===== src/rtl/acr_map.vh =====
`ifndef ACR_MAP_VH
`define ACR_MAP_VH
// ----------------------------------------
// timing figures and derived cycle counts
// ----------------------------------------
`define ACR_CLK_NS           100
`define ACR_WAKE_PULSE_NS    1000
`define ACR_POWER_UP_NS      1000
`define ACR_CONV_NS          4500
// the pulse is a least time: round up
`define ACR_WAKE_CYC   ((`ACR_WAKE_PULSE_NS + `ACR_CLK_NS - 1) / `ACR_CLK_NS)
// power-up and conversion are longest times: round down
`define ACR_PWRUP_CYC  (`ACR_POWER_UP_NS / `ACR_CLK_NS)
`define ACR_CONV_CYC   (`ACR_CONV_NS / `ACR_CLK_NS)
`define ACR_CNT_W      6
`define ACR_DATA_W     8
`define ACR_BUF_DEPTH  2
// ----------------------------------------
// control states
// ----------------------------------------
`define ACR_ST_DOWN    2'h0
`define ACR_ST_WAKE    2'h1
`define ACR_ST_IDLE    2'h2
`define ACR_ST_CONV    2'h3
`endif


===== src/rtl/acr_convert_read.v =====
`timescale 1ns/1ps
`default_nettype none
`include "acr_map.vh"
// Function
// - a rising edge on start_conversion_n fires a 1 us internal start pulse.
// - a falling edge on start_conversion_n starts a conversion only once that pulse is low.
// - after a rising edge on start_conversion_n the device is powered within 1.3 us (13 clocks).
// - busy stays high through the conversion, which ends within 4.5 us, then falls.
// - busy rises no later than 300 ns (3 clocks) after the falling start edge.
// - result_bus is driven only while select and read are both low, else released.
// - at the end of conversion the start input level picks power-down or stay powered.
// - valid data appears within 300 ns (3 clocks) of read low while selected.
// - after supply comes up the device sits in power-down until a rising start edge.
module acr_convert_read
(
   input  wire                    clock,
   input  wire                    reset_n,
   input  wire                    start_conversion_n,
   input  wire                    select_n,
   input  wire                    read_n,
   input  wire [`ACR_DATA_W-1:0]  sample_in,
   output reg                     busy_ff,
   output reg                     powered_ff,
   output reg  [`ACR_DATA_W-1:0]  result_bus_o_ff,
   output reg  [`ACR_DATA_W-1:0]  result_bus_oe_ff
);
   // ----------------------------------------
   // pin synchronisers
   // ----------------------------------------
   reg  [2:0]             conv_sync_ff;   // [0] first stage only feeds [1]
   reg  [1:0]             sel_sync_ff;
   reg  [1:0]             rd_sync_ff;
   wire                   conv_rise;
   wire                   conv_fall;
   wire                   read_on;

   // sample the pins; reset to high so a start pin held low through reset
   // gives at most a fall, which power-down ignores, never a false wake
   always @(posedge clock or negedge reset_n)
   begin
      if (!reset_n)
      begin
         conv_sync_ff <= 3'h7;
         sel_sync_ff  <= 2'h3;
         rd_sync_ff   <= 2'h3;
      end
      else
      begin
         conv_sync_ff <= {conv_sync_ff[1:0], start_conversion_n};
         sel_sync_ff  <= {sel_sync_ff[0], select_n};
         rd_sync_ff   <= {rd_sync_ff[0], read_n};
      end
   end

   // edges and read decode come from the settled stages only
   assign conv_rise = conv_sync_ff[1] & ~conv_sync_ff[2];
   assign conv_fall = ~conv_sync_ff[1] & conv_sync_ff[2];
   assign read_on   = ~sel_sync_ff[1] & ~rd_sync_ff[1];

   // ----------------------------------------
   // counter load values
   // ----------------------------------------
   // the cycle counts are integer expressions: hold them 32 bits wide and
   // take only the counter's bits where they meet the counters
   localparam [31:0]            WAKE_LOAD_W = `ACR_WAKE_CYC;
   localparam [31:0]            WAKE_DONE_W = `ACR_WAKE_CYC - `ACR_PWRUP_CYC + 1;
   localparam [31:0]            CONV_LOAD_W = `ACR_CONV_CYC - 1;
   localparam [`ACR_CNT_W-1:0]  WAKE_LOAD   = WAKE_LOAD_W[`ACR_CNT_W-1:0];
   localparam [`ACR_CNT_W-1:0]  WAKE_DONE   = WAKE_DONE_W[`ACR_CNT_W-1:0];
   localparam [`ACR_CNT_W-1:0]  CONV_LOAD   = CONV_LOAD_W[`ACR_CNT_W-1:0];

   // ----------------------------------------
   // control state machine
   // ----------------------------------------
   reg  [1:0]             state_ff;
   reg  [1:0]             nxt_state;
   reg  [`ACR_CNT_W-1:0]  pulse_cnt_ff;
   reg  [`ACR_CNT_W-1:0]  nxt_pulse_cnt;
   reg  [`ACR_CNT_W-1:0]  conv_cnt_ff;
   reg  [`ACR_CNT_W-1:0]  nxt_conv_cnt;
   reg                    nxt_busy;
   reg                    nxt_powered;
   reg                    push;
   wire                   pulse_high;
   wire                   buf_ready;
   wire                   buf_valid;
   wire [`ACR_DATA_W-1:0] buf_data;
   reg  [`ACR_DATA_W-1:0] hold_ff;

   // true once a down counter has run out; both counters use it
   function cnt_zero;
      input [`ACR_CNT_W-1:0] cnt;
      begin
         cnt_zero = (cnt == {`ACR_CNT_W{1'b0}});
      end
   endfunction

   // internal start pulse still running
   assign pulse_high = ~cnt_zero(pulse_cnt_ff);

   // next state, counters and busy
   always @*
   begin
      nxt_state     = state_ff;
      nxt_busy      = busy_ff;
      nxt_powered   = powered_ff;
      nxt_conv_cnt  = conv_cnt_ff;
      push          = 1'b0;
      nxt_pulse_cnt = pulse_high ? pulse_cnt_ff - 1'b1 : pulse_cnt_ff;
      // a rising edge restarts the pulse in every state, mid-conversion too
      if (conv_rise)
         nxt_pulse_cnt = WAKE_LOAD;
      case (state_ff)
         `ACR_ST_DOWN:
         begin
            if (conv_rise)
               nxt_state = `ACR_ST_WAKE;
         end
         `ACR_ST_WAKE:
         begin
            // internal pulse spans the power-up time
            if (pulse_cnt_ff == WAKE_DONE)
            begin
               nxt_state   = `ACR_ST_IDLE;
               nxt_powered = 1'b1;
            end
         end
         `ACR_ST_IDLE:
         begin
            if (conv_fall && !pulse_high)
            begin
               nxt_state    = `ACR_ST_CONV;
               nxt_busy     = 1'b1;
               nxt_conv_cnt = CONV_LOAD;
            end
         end
         `ACR_ST_CONV:
         begin
            if (!cnt_zero(conv_cnt_ff))
               nxt_conv_cnt = conv_cnt_ff - 1'b1;
            else if (buf_ready) // buffer back-pressure stalls completion
            begin
               push     = 1'b1;
               nxt_busy = 1'b0;
               // low start input at the end keeps power, high powers down
               if (conv_sync_ff[1])
               begin
                  nxt_state   = `ACR_ST_DOWN;
                  nxt_powered = 1'b0;
               end
               else
                  nxt_state = `ACR_ST_IDLE;
            end
         end
         default:
            nxt_state = `ACR_ST_DOWN;
      endcase
   end

   always @(posedge clock or negedge reset_n)
   begin
      if (!reset_n)
      begin
         state_ff     <= `ACR_ST_DOWN;
         pulse_cnt_ff <= {`ACR_CNT_W{1'b0}};
         conv_cnt_ff  <= {`ACR_CNT_W{1'b0}};
         busy_ff      <= 1'b0;
         powered_ff   <= 1'b0;
      end
      else
      begin
         state_ff     <= nxt_state;
         pulse_cnt_ff <= nxt_pulse_cnt;
         conv_cnt_ff  <= nxt_conv_cnt;
         busy_ff      <= nxt_busy;
         powered_ff   <= nxt_powered;
      end
   end

   // ----------------------------------------
   // result buffer and read port
   // ----------------------------------------
   acr_result_buf u_buf
   (
      .clock       (clock),
      .reset_n     (reset_n),
      .in_valid    (push),
      .in_ready    (buf_ready),
      .in_data     (sample_in),
      .out_valid   (buf_valid),
      .out_ready   (1'b1),
      .out_data_ff (buf_data)
   );

   // latest result held between conversions
   always @(posedge clock or negedge reset_n)
   begin
      if (!reset_n)
         hold_ff <= 8'h00;
      else if (buf_valid)
         hold_ff <= buf_data;
   end

   // drive bus only during a selected read
   always @(posedge clock or negedge reset_n)
   begin
      if (!reset_n)
      begin
         result_bus_o_ff  <= 8'h00;
         result_bus_oe_ff <= 8'h00;
      end
      else
      begin
         result_bus_o_ff  <= hold_ff;
         result_bus_oe_ff <= {`ACR_DATA_W{read_on}};
      end
   end
endmodule // acr_convert_read
`default_nettype wire


===== src/rtl/acr_result_buf.v =====
`timescale 1ns/1ps
`default_nettype none
`include "acr_map.vh"
// two-entry buffer holding results between converter and read port
module acr_result_buf
(
   input  wire                    clock,
   input  wire                    reset_n,
   input  wire                    in_valid,
   output wire                    in_ready,
   input  wire [`ACR_DATA_W-1:0]  in_data,
   output wire                    out_valid,
   input  wire                    out_ready,
   output reg  [`ACR_DATA_W-1:0]  out_data_ff
);
   reg  [`ACR_DATA_W-1:0] mem_ff [0:`ACR_BUF_DEPTH-1];
   reg                    wr_ptr_ff;
   reg                    rd_ptr_ff;
   reg  [1:0]             count_ff;
   wire                   push;
   wire                   pop;
   wire                   nxt_rd_ptr;

   assign in_ready  = (count_ff != 2'h2);
   assign out_valid = (count_ff != 2'h0);
   assign push      = in_valid & in_ready;
   assign pop       = out_valid & out_ready;
   assign nxt_rd_ptr = pop ? ~rd_ptr_ff : rd_ptr_ff;

   // ----------------------------------------
   // storage, pointers and registered read data
   // ----------------------------------------
   always @(posedge clock or negedge reset_n)
   begin
      if (!reset_n)
      begin
         mem_ff[0]   <= 8'h00;
         mem_ff[1]   <= 8'h00;
         wr_ptr_ff   <= 1'b0;
         rd_ptr_ff   <= 1'b0;
         count_ff    <= 2'h0;
         out_data_ff <= 8'h00;
      end
      else
      begin
         if (push)
         begin
            mem_ff[wr_ptr_ff] <= in_data;
            wr_ptr_ff         <= ~wr_ptr_ff;
         end
         rd_ptr_ff <= nxt_rd_ptr;
         count_ff  <= count_ff + {1'b0, push} - {1'b0, pop};
         // bypass so a word pushed into an empty buffer is seen next cycle
         if (push && (count_ff == 2'h0 || (count_ff == 2'h1 && pop)))
            out_data_ff <= in_data;
         else
            out_data_ff <= mem_ff[nxt_rd_ptr];
      end
   end
endmodule // acr_result_buf
`default_nettype wire


===== config.mk =====
export PLATFORM = sky130hd
export DESIGN_NAME = acr_convert_read
export DESIGN_NICKNAME = d
export VERILOG_FILES = /design/src/rtl/acr_convert_read.v /design/src/rtl/acr_result_buf.v
export VERILOG_INCLUDE_DIRS = /design/src /design/src/rtl
export SDC_FILE = /design/constraint.sdc
export NUM_CORES = 1
export LEC_CHECK = 0
export BUFFER_PORTS_ARGS = -buffer_cell sky130_fd_sc_hd__buf_2
export CELL_PAD_IN_SITES_DETAIL_PLACEMENT = 0
export CELL_PAD_IN_SITES_GLOBAL_PLACEMENT = 1
export CORE_ASPECT_RATIO = 0.6
export CORE_MARGIN = 10
export CORE_UTILIZATION = 34
export CTS_BUF_LIST = sky130_fd_sc_hd__clkbuf_4 sky130_fd_sc_hd__clkbuf_8
export DETAILED_ROUTE_END_ITERATION = 16
export PLACE_DENSITY_LB_ADDON = 0.1
export SLEW_MARGIN = 20
export SYNTH_ARGS = -nofsm -noshare
export SYNTH_HDL_FRONTEND = slang
export SYNTH_SLANG_ARGS = --single-unit

===== constraint.sdc =====
create_clock -name clock -period 1.9 [get_ports clock]
set_input_delay 0.475 -clock clock [delete_from_list [all_inputs] [get_ports clock]]
set_output_delay 0.475 -clock clock [all_outputs]
set_load 0.02 [all_outputs]

==> results.toml, run 1 <==
[grt]
grt_overflow_total = 0
grt_pass1_wl_um = 9100
grtUsageTotal_pct = 9.66
grt_max_degree = 69
grt_pass1_vias = 1669
antenna_found_initial = 0

[timing]
tightest_slew_ns = 0.482
fmax_mhz = 559
finClkSkew_ns = 0.00705
rsz0062_at_grt = "true"
setup_viol = 0
fin_ws_ns = 0.111
post-route-period-util_pct = 94.2
maxSlewViolCount = 0
slew_headroom_pct = 67.5
fin_setup_tns_ns = 0
min_period_ns = 1.79
hold_viol = 0

[setup_path]
cp.arrival_ns = 2.02
worstSetupPathType = "reg -> reg"
critPathMaxFanout = 8
cp_data_required_time_ns = 2.13
critPathMaxStageDelay_ns = 0.42
cp.depth = 6
reg2regPathDepth = 6
cp-start-kind = "flop"
regToRegSetupSlack_ns = 0.11
critical_path.top_delay_family = "simple AND/OR/NAND/NOR gates"
worst_setup_path_end_kind = "flop"
cp_slowest_cell = "dfrtp_1"
crit_buf_inv = 1
crit_chain = "inv_2 > ha_2 > nor2b_4 > nand4_1 > nor2_4 > mux2_2"

[logic_synthesis]
synthCells = 212
syn-cell-area_mm2 = 0.00278
yosysWarnings = 0
synth_area_leaders = "dfrtp_1 (55%), mux2_2 (9.7%), dfstp_2 (6.6%)"
synth_top_area_share_pct = 54.9
yosys-top-cells-count = "dfrtp_1 (61), mux2_2 (24), a21oi_1 (16), nor2_1 (16), mux2i_1 (12)"
synthFlopType = "dfrtp_1"
synth_top_area_cell = "dfrtp_1"
syn_nets = 230
yosysSeqAreaShare_pct = 61.5
avgSynthCellArea_um2 = 13.1
ys_async_sr_fraction_pct = 100
synth_cell_types = 46
synth_edf_count = 0
synth_seq_cells = 68
yosysMostFrequentCell = "dfrtp_1"

[power]
ir_worst_vdd_v = 0.000443
combPwrFrac_pct = 34.2
p_sw_w = 0.00181
p_leak_nw = 1.57
power_w = 0.00532
p_seq_share_pct = 45.7
p_int_w = 0.00352
powerDensity_mw_per_mm2 = 1600
switching_share_pct = 33.9
clockPowerShare_pct = 20.1

[clock_tree]
clock_sinks = 68
cts-root-buf = "clkbuf_8"
clk_pin_slew_ns = 0.07
cts_tree = "done"
htree_levels = 3
numCtsBuffers = 9
hold_buffers = 0
clockBufferDepth = 2
clock_latency_ns = 0.35

[place]
place_worst_setup_slack_ns = 0.0696
dp_hpwl_um = 3810
gp_congestion = 0.742
numPortBuffers = 30
dp_cells = 356

[detailed_routing]
via_per_inst = 4.55
via_count = 1697
drt_iter0_markers = 95
drt-total-wl_um = 5490
drcViolationCount = 0
drtAntennaViolNets = 0
wl_per_cell_um = 14.7
first_pass_iters = 4

[finish]
final_cells = 373
nets = 278
fin_util_pct = 42.1
drive_above_1_share_pct = 41.5
diodes = 0
syn_to_final_growth_pct = 20.0

[floorplanning]
die_y_um = 90.0
ios = 31
placementRows = 25
core-area_mm2 = 0.00791
dieArea_mm2 = 0.0123
start_util_pct = 35.1
die_x_um = 137

[run_status]
status = "completed"

[min_path]
hold_path.class = "in -> async"

[job]
drv_cap = 0
## layout make-up
class | instances | area [um2]
well taps | 108 | 135
flip-flops and latches | 68 | 1710
repair buffers | 47 | 303
clock buffers | 12 | 153
multi-input cells | 129 | 990
clock inverters | 4 | 25.0
inverters | 5 | 18.8
fillers | 732 | 4580
## layer usage
layer / wire length (um) / global-route usage (%) / share of wire, %
met1: 3120 / 14.4 / 57
met2: 1960 / 11.0 / 36
met3: 344 / 4.94 / 6.3
met4: 68 / 3.71 / 1.2
met5: 0 / 0 / 0
## worst paths after layout
| kind | start | end |
|---|---|---|
| max in group asynchronous | reset_n | sel_sync_ff[1]$_DFF_PN1_ |
| setup / recovery | conv_cnt_ff[0]$_DFFE_PN0P_ | u_buf.mem_ff[13]$_DFFE_PN0P_ |
| min in group clock | select_n | sel_sync_ff[0]$_DFF_PN1_ |
| setup reg to reg | conv_cnt_ff[0]$_DFFE_PN0P_ | u_buf.mem_ff[13]$_DFFE_PN0P_ |
| hold reg to reg | conv_sync_ff[0]$_DFF_PN1_ | conv_sync_ff[1]$_DFF_PN1_ |
| hold / removal | reset_n | state_ff[0]$_DFFE_PN0P_ |
## flip-flops by register name (all words and copies together), names as in the netlist
register	cells
u_buf.mem_ff	16
hold_ff	8
result_bus_o_ff	8
u_buf.out_data_ff	8
conv_cnt_ff	6
pulse_cnt_ff	6
conv_sync_ff	3
rd_sync_ff	2
sel_sync_ff	2
state_ff	2
u_buf.count_ff	2
busy_ff	1
powered_ff	1
result_bus_oe_ff	1
u_buf.rd_ptr_ff	1
u_buf.wr_ptr_ff	1
## placed cells by master (no fill, tap or decap), drive strengths merged, types with 4 or more instances in the layout
cell    instances
dfstp           7
clkbuf         12
inv             5
buf            47
a21oi          16
nor2           18
mux2i          12
mux2           24
and2            4
nand2          12
ha              5
dfrtp          61
## through the flow
step	hold slack, ns	area [um2]
3_3_place_gp	0.346	3140
5_1_grt	0.149	3330
4_1_cts	0.134	3320
2_1_floorplan	0.179	2780
3_5_place_dp	0.349	3140
6_report	0.134	3330
## worst register-to-register path, cell delays in order (launching register included)
cell and delay, ns:
dfrtp_1 0.42, inv_2 0.08, ha_2 0.17, nor2b_4 0.15, nand4_1 0.18, nor2_4 0.30, mux2_2 0.38
## logic make-up (layout without fill, tap and decap cells)
| kind of cell | after synthesis | count (layout) | share of synthesized area (%) |
|---|---|---|---|
| muxes | 36 | 36 | 14.0 |
| xor gates and xnor gates | 4 | 4 | 1.53 |
| adders and majority gates | 5 | 5 | 2.25 |
| and+or+nand+nor | 61 | 61 | 12.8 |
| buffers and inverters | 15 | 68 | 3.20 |
| AOI/OAI and AO/OA | 23 | 23 | 4.64 |
| DFF | 68 | 68 | 61.5 |
## power groups by stage
stage | Combinational, W | Sequential, W | Clock [W]
2_1_floorplan | 0.00113 | 0.00249 | 0
3_3_place_gp | 0.00180 | 0.00245 | 0
3_5_place_dp | 0.00181 | 0.00245 | 0
4_1_cts | 0.00181 | 0.00243 | 0.00113
5_1_grt | 0.00205 | 0.00252 | 0.00118
6_report | 0.00182 | 0.00243 | 0.00107
## timing repair
action,in CTS,in global routing
buffers inserted,0,1
endpoints found under the setup margin,0,13
gates resized for setup,0,4
No activity file was read; power rests on OpenSTA's default activity.
==> run 2: changes to the inputs <==
RECOVER_POWER = 50   (was unset)
==> results.toml, run 2 (same netlist as run 1, synthesis figures left out) <==
[run_status]
status = "completed"

[timing]
min_period_ns = 1.80
hold_viol = 0
slew_headroom_pct = 1.06
post-route-period-util_pct = 94.7
finClkSkew_ns = 0.00813
rsz0062_at_grt = "true"
fmax_mhz = 556
maxSlewViolCount = 0
tightest_slew_ns = 1.48
setup_viol = 0
fin_ws_ns = 0.101

[place]
gp_congestion = 0.742
dp_cells = 356
place_worst_setup_slack_ns = 0.0696
dp_hpwl_um = 3810
numPortBuffers = 30

[setup_path]
cp.depth = 6
regToRegSetupSlack_ns = 0.10
cp_data_required_time_ns = 2.13
critPathMaxStageDelay_ns = 0.42
worstSetupPathType = "reg -> reg"
cp.arrival_ns = 2.03
worst_r2r_endpoint = "u_buf.mem_ff[13]$_DFFE_PN0P_"
crit_buf_inv = 1
r2r-start = "conv_cnt_ff[0]$_DFFE_PN0P_"
critical_path.top_delay_family = "simple AND/OR/NAND/NOR gates"
reg2regPathDepth = 6
worstSetupStartpoint = "conv_cnt_ff[0]$_DFFE_PN0P_"
cp_slowest_cell = "dfrtp_1"
cp-start-kind = "flop"
worst_setup_path_end_kind = "flop"
cp-endpoint = "u_buf.mem_ff[13]$_DFFE_PN0P_"
crit_chain = "inv_2 > ha_2 > nor2b_4 > nand4_1 > nor2_4 > mux2_2"
critPathMaxFanout = 8

[finish]
final_cell_mix = "dfrtp_1 (61), buf_2 (31), mux2_2 (24)"
regMostFlops = "u_buf.mem_ff"
multi_input_area_um2 = 990
diodes = 0
ff_latch_area_mm2 = 0.00171
final_cells = 373
n_fill_cell = 733
syn_to_final_growth_pct = 19.5
largest_reg_flops = 16
drive_above_1_share_pct = 41.5
layout_commonest_cell = "dfrtp_1"
nets = 278

[floorplanning]
die_y_um = 90.0
core-area_mm2 = 0.00791
placementRows = 25
ios = 31
start_util_pct = 35.1
die_x_um = 137
dieArea_mm2 = 0.0123

[detailed_routing]
drtAntennaViolNets = 0
wl_per_cell_um = 14.8
via_per_inst = 4.58
via_count = 1707
drt_iter0_markers = 149
drt-total-wl_um = 5510
drcViolationCount = 0
first_pass_iters = 4

[clock_tree]
clock_sinks = 68
cts_tree = "done"
clock_latency_ns = 0.35
cts-root-buf = "clkbuf_8"
hold_buffers = 0
numCtsBuffers = 9
htree_levels = 3
clk_pin_slew_ns = 0.07
clockBufferDepth = 2

[job]
drv_cap = 0

[power]
powerDensity_mw_per_mm2 = 1600
ir_worst_vdd_v = 0.000443
p_leak_nw = 1.57

[grt]
grt_overflow_total = 0
grtUsageTotal_pct = 9.66
antenna_found_initial = 0
grt_pass1_wl_um = 9100
grt_max_degree = 69
grt_pass1_vias = 1669

[min_path]
hold_path.class = "in -> reg"
run 2: cell counts in the layout (fill, tap and decap cells not counted):
No cell type changed its count.
run 2: power by group:
group | internal [W] | switching [W] | total, W
Combinational | 0.000913 | 0.000907 | 0.00182
Clock | 0.000534 | 0.000539 | 0.00107
Sequential | 0.00207 | 0.000362 | 0.00243
Total | 0.00352 | 0.00181 | 0.00532
run 2: worst min path at each step:
stage	start	end	slack (ns)	cells past startpoint
CTS	reset_n	state_ff[0]$_DFFE_PN0P_	0.13	2
finish	select_n	sel_sync_ff[0]$_DFF_PN1_	0.23	1
floorplan	reset_n	busy_ff$_DFFE_PN0P_	0.18	0
detailed placement	rd_sync_ff[0]$_DFF_PN1_	rd_sync_ff[1]$_DFF_PN1_	0.35	0
global route	select_n	sel_sync_ff[0]$_DFF_PN1_	0.20	1
global placement	rd_sync_ff[0]$_DFF_PN1_	rd_sync_ff[1]$_DFF_PN1_	0.35	0
run 2: through the flow:
step | instance area (um2) | TNS (ns) | utilization, % | power [W] | hold WS, ns
4_1_cts | 3320 | 0 | 41.9 | 0.00537 | 0.134
3_3_place_gp | 3140 | 0 | 39.7 | 0.00425 | 0.346
6_report | 3320 | 0 | 41.9 | 0.00532 | 0.230
2_1_floorplan | 2780 | 0 | - | 0.00362 | 0.179
5_1_grt | 3320 | -0.0394 | 41.9 | 0.00575 | 0.200
3_5_place_dp | 3140 | 0 | 39.7 | 0.00426 | 0.349
run 2: cell type report:
| type | instances | area share, % |
|---|---|---|
| clock inverter | 4 | 0.754 |
| inverter | 5 | 0.565 |
| tap | 108 | 4.07 |
| sequential | 68 | 51.5 |
| multi-input combinational | 129 | 29.8 |
| timing repair buffer | 47 | 8.67 |
| clock buffer | 12 | 4.60 |
run 2: layer usage:
| layer | share of wire [%] | up-vias | global-route usage [%] | wire length, um |
|---|---|---|---|---|
| met5 | 0 | - | 0 | 0 |
| met4 | 1.3 | 0 | 3.71 | 70 |
| met3 | 7.3 | 7 | 4.94 | 403 |
| met2 | 36 | 45 | 11.0 | 1980 |
| met1 | 55 | 830 | 14.4 | 3050 |
| li1 | - | 825 | - | - |
run 2: what timing repair did:
item | CTS | global route
resized for setup | 0 | 4
setup endpoints to repair | 0 | 13
setup buffers | 0 | 1
run 2: worst register-to-register path, delay by kind of cell, from the launching register on:
family | cells | cell delay [ns]
AND/OR/NAND/NOR | 3 | 0.63
flip-flops | 1 | 0.42
multiplexers | 1 | 0.38
adder cells (fa/ha/maj) | 1 | 0.18
buffers and inverters | 1 | 0.08
